[src/core/xmii_ins_pkg.sv]
// Constants for the port 5 buffer control, port mux and packet insert registers
// Operation
// - Tx underflow bit15, overflow bit14 sticky
// - Rx underflow bit13, overflow bit12 sticky
// - Bits 5:3 set tx write start delay
// - Bits 2:0 set rx write start delay
// - Bit 9 routes port 6 to insertion
// - Bit 0 routes PHY to external port
// - Inserted bytes go into switch port 6
// - Writing bit 15 triggers byte insertion
// - Trigger is one-cycle self-clearing pulse
// - Bits 7:0 carry the inserted byte
package xmii_ins_pkg;
   localparam logic [15:0] port5_buffer_control_off = 16'h0f12;
   localparam logic [15:0] pin_port_mux_config_off = 16'hf130;
   localparam logic [15:0] packet_insert_off = 16'hf140;
   localparam logic [15:0] irq_status_off = 16'hf150;
   localparam logic [15:0] irq_mask_off = 16'hf151;
   localparam logic [15:0] port5_buffer_control_rst = 16'h0009;
   localparam logic [15:0] pin_port_mux_config_rst = 16'h0000;
   localparam logic [15:0] packet_insert_rst = 16'h0000;
   localparam int tx_ufl_bit = 15;
   localparam int tx_ofl_bit = 14;
   localparam int rx_ufl_bit = 13;
   localparam int rx_ofl_bit = 12;
   localparam int tx_dly_lsb = 3;
   localparam int rx_dly_lsb = 0;
   localparam int dly_w = 3;
   localparam int insert_enable_bit = 9;
   localparam int phy_iso_bit = 0;
   localparam int insert_trigger_bit = 15;
   localparam int insert_valid_bit = 8;
   localparam int irq_w = 5;
   localparam int irq_insert_bit = 4;
endpackage

[src/core/sticky_flag.sv]
// Sticky event flag: set wins over clear
`timescale 1ns/1ps
module sticky_flag
(
   input wire logic clk,
   input wire logic resetn,
   input wire logic set,
   input wire logic clr,
   output logic flag
);
   always_ff @(posedge clk or negedge resetn)
   begin
      if (!resetn)
         flag <= 1'b0;
      else if (set)
         flag <= 1'b1;
      else if (clr)
         flag <= 1'b0;
   end
endmodule

[src/core/xmii_buffer_mux_packet_insert.sv]
// Buffer control, port mux and packet insertion register bank
//
// Added by the designer: the plain strobed port.
`timescale 1ns/1ps
module xmii_buffer_mux_packet_insert
(
   input wire logic clk,
   input wire logic resetn,
   input wire logic [15:0] addr,
   input wire logic [15:0] wdata,
   input wire logic wr,
   input wire logic rd,
   output logic [15:0] rdata,
   input wire logic tx_buf_underflow,
   input wire logic tx_buf_overflow,
   input wire logic rx_buf_underflow,
   input wire logic rx_buf_overflow,
   output logic buf_init,
   output logic [2:0] tx_write_pointer_start_delay,
   output logic [2:0] rx_write_pointer_start_delay,
   output logic insert_extract_enable,
   output logic phy_isolation_select,
   output logic port6_rx_dv,
   output logic [7:0] port6_rxd,
   output logic port6_rx_strobe,
   output logic irq
);
   ////////////////////////////////////////////////////////////////////////
   localparam int irq_w_c = xmii_ins_pkg::irq_w;
   logic [15:0] buf_ctl_q;
   logic [15:0] mux_q;
   logic [8:0] ins_q;
   logic [3:0] ev;
   logic [3:0] flag;
   logic [irq_w_c-1:0] irq_stat;
   logic [irq_w_c-1:0] irq_mask_q;
   logic [irq_w_c-1:0] irq_ev;
   logic trig;
   logic ctl_rd;

   assign ev = {tx_buf_underflow, tx_buf_overflow, rx_buf_underflow, rx_buf_overflow};
   assign ctl_rd = rd && (addr == xmii_ins_pkg::port5_buffer_control_off);
   assign trig = wr && (addr == xmii_ins_pkg::packet_insert_off)
                 && wdata[xmii_ins_pkg::insert_trigger_bit];

   ////////////////////////////////////////////////////////////////////////
   // Sticky buffer flags, cleared by reading the control register
   genvar i;
   generate
      for (i = 0; i < 4; i++)
      begin : g_flag
         sticky_flag u_flag
         (
            .clk(clk),
            .resetn(resetn),
            .set(ev[i]),
            .clr(ctl_rd),
            .flag(flag[i])
         );
      end
   endgenerate

   ////////////////////////////////////////////////////////////////////////
   always_ff @(posedge clk or negedge resetn)
   begin
      if (!resetn)
         buf_ctl_q <= xmii_ins_pkg::port5_buffer_control_rst;
      else if (wr && addr == xmii_ins_pkg::port5_buffer_control_off)
         buf_ctl_q <= {10'h000, wdata[5:0]};
   end

   // Re-initialise buffers whenever delays are rewritten
   always_ff @(posedge clk or negedge resetn)
   begin
      if (!resetn)
         buf_init <= 1'b1;
      else
         buf_init <= wr && addr == xmii_ins_pkg::port5_buffer_control_off;
   end

   assign tx_write_pointer_start_delay = buf_ctl_q[xmii_ins_pkg::tx_dly_lsb +: xmii_ins_pkg::dly_w];
   assign rx_write_pointer_start_delay = buf_ctl_q[xmii_ins_pkg::rx_dly_lsb +: xmii_ins_pkg::dly_w];

   always_ff @(posedge clk or negedge resetn)
   begin
      if (!resetn)
         mux_q <= xmii_ins_pkg::pin_port_mux_config_rst;
      else if (wr && addr == xmii_ins_pkg::pin_port_mux_config_off)
         mux_q <= wdata & 16'h0201;
   end

   assign insert_extract_enable = mux_q[xmii_ins_pkg::insert_enable_bit];
   assign phy_isolation_select = mux_q[xmii_ins_pkg::phy_iso_bit];

   ////////////////////////////////////////////////////////////////////////
   // Staged byte and valid bit; the trigger bit itself is never stored
   always_ff @(posedge clk or negedge resetn)
   begin
      if (!resetn)
         ins_q <= xmii_ins_pkg::packet_insert_rst[8:0];
      else if (wr && addr == xmii_ins_pkg::packet_insert_off)
         ins_q <= wdata[8:0];
   end

   // Byte goes out the cycle after the trigger, with the written data
   always_ff @(posedge clk or negedge resetn)
   begin
      if (!resetn)
      begin
         port6_rx_strobe <= 1'b0;
         port6_rx_dv <= 1'b0;
         port6_rxd <= 8'h00;
      end
      else
      begin
         port6_rx_strobe <= trig && insert_extract_enable;
         if (trig && insert_extract_enable)
         begin
            port6_rx_dv <= wdata[xmii_ins_pkg::insert_valid_bit];
            port6_rxd <= wdata[7:0];
         end
         else
            port6_rx_dv <= 1'b0;
      end
   end

   ////////////////////////////////////////////////////////////////////////
   // Interrupts: four buffer events plus insertion done
   assign irq_ev = {port6_rx_strobe, ev};
   generate
      for (i = 0; i < irq_w_c; i++)
      begin : g_irq
         sticky_flag u_irq
         (
            .clk(clk),
            .resetn(resetn),
            .set(irq_ev[i]),
            .clr(wr && addr == xmii_ins_pkg::irq_status_off && wdata[i]),
            .flag(irq_stat[i])
         );
      end
   endgenerate

   always_ff @(posedge clk or negedge resetn)
   begin
      if (!resetn)
         irq_mask_q <= '0;
      else if (wr && addr == xmii_ins_pkg::irq_mask_off)
         irq_mask_q <= wdata[irq_w_c-1:0];
   end

   assign irq = |(irq_stat & irq_mask_q);

   ////////////////////////////////////////////////////////////////////////
   always_ff @(posedge clk or negedge resetn)
   begin
      if (!resetn)
         rdata <= 16'h0000;
      else if (rd)
         case (addr)
            xmii_ins_pkg::port5_buffer_control_off: rdata <= {flag, buf_ctl_q[11:0]};
            xmii_ins_pkg::pin_port_mux_config_off: rdata <= mux_q;
            xmii_ins_pkg::packet_insert_off: rdata <= {7'h00, ins_q};
            xmii_ins_pkg::irq_status_off: rdata <= {11'h000, irq_stat};
            xmii_ins_pkg::irq_mask_off: rdata <= {11'h000, irq_mask_q};
            default: rdata <= 16'h0000;
         endcase
      else
         rdata <= 16'h0000;
   end
endmodule

[config.mk]
export PLATFORM = sky130hd
export DESIGN_NAME = xmii_buffer_mux_packet_insert
export DESIGN_NICKNAME = d
export VERILOG_FILES = /design/src/core/xmii_ins_pkg.sv /design/src/core/sticky_flag.sv /design/src/core/xmii_buffer_mux_packet_insert.sv
export SDC_FILE = /design/constraint.sdc
export NUM_CORES = 1
export LEC_CHECK = 0
export BUFFER_PORTS_ARGS = -buffer_cell sky130_fd_sc_hd__buf_2
export CAP_MARGIN = 10
export CORE_MARGIN = 2
export CORE_UTILIZATION = 40
export CTS_CLUSTER_DIAMETER = 120
export DETAILED_ROUTE_END_ITERATION = 12
export PLACE_DENSITY = 0.68
export SYNTH_ARGS = -nofsm -noshare
export SYNTH_HDL_FRONTEND = slang
export SYNTH_SLANG_ARGS = --single-unit
[constraint.sdc]
create_clock -name clk -period 1.3 [get_ports clk]
set_input_delay 0.39 -clock clk [delete_from_list [all_inputs] [get_ports clk]]
set_output_delay 0.39 -clock clk [all_outputs]
set_load 0.01 [all_outputs]
==> impl_metrics.py <==
metrics = {
    "floorplanning": {
        "die_w_um": 81.7,
        "die_h_um": 81.7,
        "core_area_mm2": 0.00589,
        "die-area_mm2": 0.00667,
        "start_util_pct": 41.0,
        "row_count": 28,
        "ioPinCount": 76,
    },
    "logic_synthesis": {
        "avgSynthCellArea_um2": 13.9,
        "ys_seq_area_share_pct": 58.2,
        "netlist-cell-type-count": 34,
        "netlist_area_mm2": 0.00241,
        "yosys_warnings": 0,
        "syn_inst": 173,
        "ys_ff_latch": 56,
    },
    "outcome": {
        "status": "finished with violations",
        "violations": "negative setup slack",
    },
    "final_layout": {
        "num_antenna_cells": 0,
        "drive_gt1_share_pct": 61.7,
        "final_area_mm2": 0.00349,
        "syn_to_final_growth_pct": 44.6,
        "fill_cells": 496,
        "fin_nets": 326,
        "final_util_pct": 59.3,
    },
    "pwr": {
        "power.total_mw": 2.95,
        "ir_drop_uv": 496,
        "power_density_mw_per_mm2": 845,
        "p_int_mw": 2.23,
        "sw_frac_of_total_pct": 24.2,
        "power_leakage_nw": 1.80,
        "combPwrFrac_pct": 7.9,
        "power_frac_seq_pct": 59.1,
        "clkPwrFrac_pct": 33.0,
        "switchingPower_uw": 713,
    },
    "clock_tree": {
        "cts_hold_buf": 0,
        "numCtsBuffers": 5,
        "cts_htree_levels": 2,
        "cts_root_buf": "clkbuf_8",
        "path_clk_slew_ps": 100,
        "cts.path.max_buffers": 2,
        "cts_tree": "done",
        "cts_sinks": 56,
        "clk_latency_ps": 310,
    },
    "detailed_routing": {
        "vias": 1883,
        "first_pass_iters": 4,
        "via_per_inst": 5.20,
        "wl_per_cell_um": 17.0,
        "postRouteWirelength_um": 6150,
        "drt-initial-drc-count": 91,
        "ant_nets": 0,
        "drc": 0,
    },
    "sta": {
        "hold_ws_ps": 46.3,
        "hold_violations": 0,
        "rsz0062_at_grt": "yes",
        "setup_viol": 61,
        "fin_crit_sh_pct": 149,
        "maxSlewViolCount": 0,
        "finalWorstSetupSlack_ps": -634,
        "finClkSkew_ps": 6.97,
        "clock.fmax_ghz": 0.517,
        "period_needed_ps": 1930,
    },
    "setup_path": {
        "r2r_slack_ps": 10,
        "crit_arrival_ps": 2140,
        "reg2regPathDepth": 4,
        "worst-path-buf-inv": 2,
        "crit_path_end_kind": "register",
        "crit_path_cell_trace": "buf_6 -> or4bb_4 -> nor4_4 -> and4_4 -> buf_6 -> mux2_4",
        "crit_required_ps": 1500,
        "crit_path_max_fanout": 5,
        "critPathSlowestCell": "or4bb_4",
        "crit_type": "primary input to register",
        "timing.rr.start": "mux_q[9]$_DFFE_PN0P_",
        "timing.critical_path.mode_cell": "buf_6",
        "crit_family": "simple AND/OR/NAND/NOR gates",
        "cp-startpoint": "addr[7]",
        "cp.depth": 6,
        "crit_path_end": "port6_rxd[7]$_DFFE_PN0P_",
        "r2r-end": "port6_rxd[7]$_DFFE_PN0P_",
        "max_stage_delay_ps": 540,
        "crit_path_start_kind": "primary input",
    },
    "placed_design": {
        "gp_congestion": 0.795,
        "placed_area_mm2": 0.00305,
        "port_buffers": 68,
        "dp_hpwl_um": 4280,
    },
    "global_route": {
        "grt_use_total_pct": 19.7,
        "grt_start_max_net_pins": 57,
        "grt_first_pass_wirelength_um": 9830,
        "grt_overflow_total": 0,
        "grt_pass1_vias": 1985,
        "antenna_found_initial": 0,
    },
    "min_path": {
        "worstHoldPathType": "primary input to async pin",
    },
    "run": {
        "drv_cap": 0,
    },
}
==> logic make-up (layout without fill, tap and decap cells) <==
| kind of cell | after synthesis | after routing | synth area share [%] |
|---|---|---|---|
| DFF | 56 | 56 | 58.2 |
| and+or+nand+nor | 46 | 46 | 14.6 |
| muxes | 35 | 35 | 16.3 |
| AOI/OAI and AO/OA | 24 | 24 | 7.88 |
| buffers and inverters | 11 | 124 | 2.80 |
| other | 1 | 2 | 0.155 |
==> timing repair <==
item / CTS / global route
buffers inserted: 10 / 7
pin swaps: 12 / 4
gates cloned: 1 / 0
endpoints found under the hold margin: 0 / 0
resized for setup: 36 / 13
setup endpoints to repair: 61 / 66
==> worst register-to-register path, cell delays in order (launching register included) <==
cell and delay, ps:
dfrtp_1 370, and2_1 130, and4_4 250, buf_6 130
mux2_4 300
==> cells in the mapped netlist (all sizes together) <==
cell type | instances | share of area (%)
dfrtp | 53 | 55
mux2 | 35 | 16
a21o | 9 | 2.8
nand4 | 7 | 1.8
and3 | 6 | 1.6
buf | 6 | 2.0
a221oi | 5 | 1.8
a22oi | 5 | 1.6
and2 | 5 | 1.3
nand2 | 5 | 0.88
nand3 | 5 | 1.0
nor3 | 4 | 1.5
or4b | 4 | 2.0
a32oi | 3 | 1.1
dfstp | 3 | 3.3
inv | 3 | 0.47
and4 | 2 | 0.73
clkbuf | 2 | 0.31
nor2 | 2 | 0.31
nor4 | 2 | 1.8
a222oi | 1 | 0.41
conb | 1 | 0.16
nand3b | 1 | 0.31
nor4b | 1 | 0.62
o21ai | 1 | 0.21
or4 | 1 | 0.31
or4bb | 1 | 0.47
==> per-stage QoR <==
step	setup slack [ps]	instances	setup TNS, ps
after floorplan	-781	174	-31850
after global placement	-952	337	-46170
after detailed placement	-988	337	-47270
after CTS	-627	355	-28210
after global routing	-661	362	-30470
final	-634	362	-28100
==> worst min path at each step <==
stage | to | cells after the start
final | rdata[9]$_DFF_PN0_ | 2
after detailed placement | rdata[9]$_DFF_PN0_ | 2
after global routing | rdata[3]$_DFF_PN0_ | 2
after CTS | rdata[3]$_DFF_PN0_ | 2
after floorplan | buf_ctl_q[1]$_DFFE_PN0P_ | 0
after global placement | rdata[9]$_DFF_PN0_ | 2
==> routing by layer <==
layer | vias to the layer above | GRT usage, % | part of all wire (%)
met1 | 943 | 25.6 | 45
met2 | 54 | 32.3 | 49
met4 | 0 | 7.17 | 2.1
li1 | 876 | - | -
met3 | 10 | 4.51 | 4.1
met5 | - | 0 | 0
==> state kept, by name (all words and copies together) (netlist names) <==
signal              cells
rdata                  14
ins_q                   9
port6_rxd               8
buf_ctl_q               6
g_irq.u_irq.flag        5
irq_mask_q              5
g_flag.u_flag.flag      4
mux_q                   2
buf_init                1
port6_rx_dv             1
port6_rx_strobe         1
==> power by group through the flow <==
stage / logic [mW] / clock network (mW) / registers [mW]
after floorplan: 0.0507 / 0 / 1.78
after global routing: 0.255 / 1.08 / 1.74
final: 0.234 / 0.972 / 1.74
after global placement: 0.199 / 0 / 1.78
after CTS: 0.225 / 0.997 / 1.74
after detailed placement: 0.202 / 0 / 1.78
==> placed cells by master (no fill, tap or decap), drive strengths merged, types with 3 or more instances in the layout <==
cell | netlist | routed
a21o | 9 | 9
a221oi | 5 | 5
a22oi | 5 | 5
a32oi | 3 | 3
and2 | 5 | 5
and3 | 6 | 6
buf | 6 | 113
clkbuf | 2 | 5
dfrtp | 53 | 53
dfstp | 3 | 3
inv | 3 | 4
mux2 | 35 | 35
nand2 | 5 | 5
nand3 | 5 | 5
nand4 | 7 | 7
nor3 | 4 | 4
or4b | 4 | 4
==> cell type report <==
cell class	instances	area [um^2]	area share [%]
Clock buffer	5	68.8	1.97
Timing Repair Buffer	113	797	22.8
Clock inverter	3	22.5	0.646
Sequential cell	56	1410	40.3
Multi-Input combinational cell	107	1090	31.2
Tap cell	75	93.8	2.69
Inverter	3	11.3	0.323
Power figures use the tool's default switching activity.
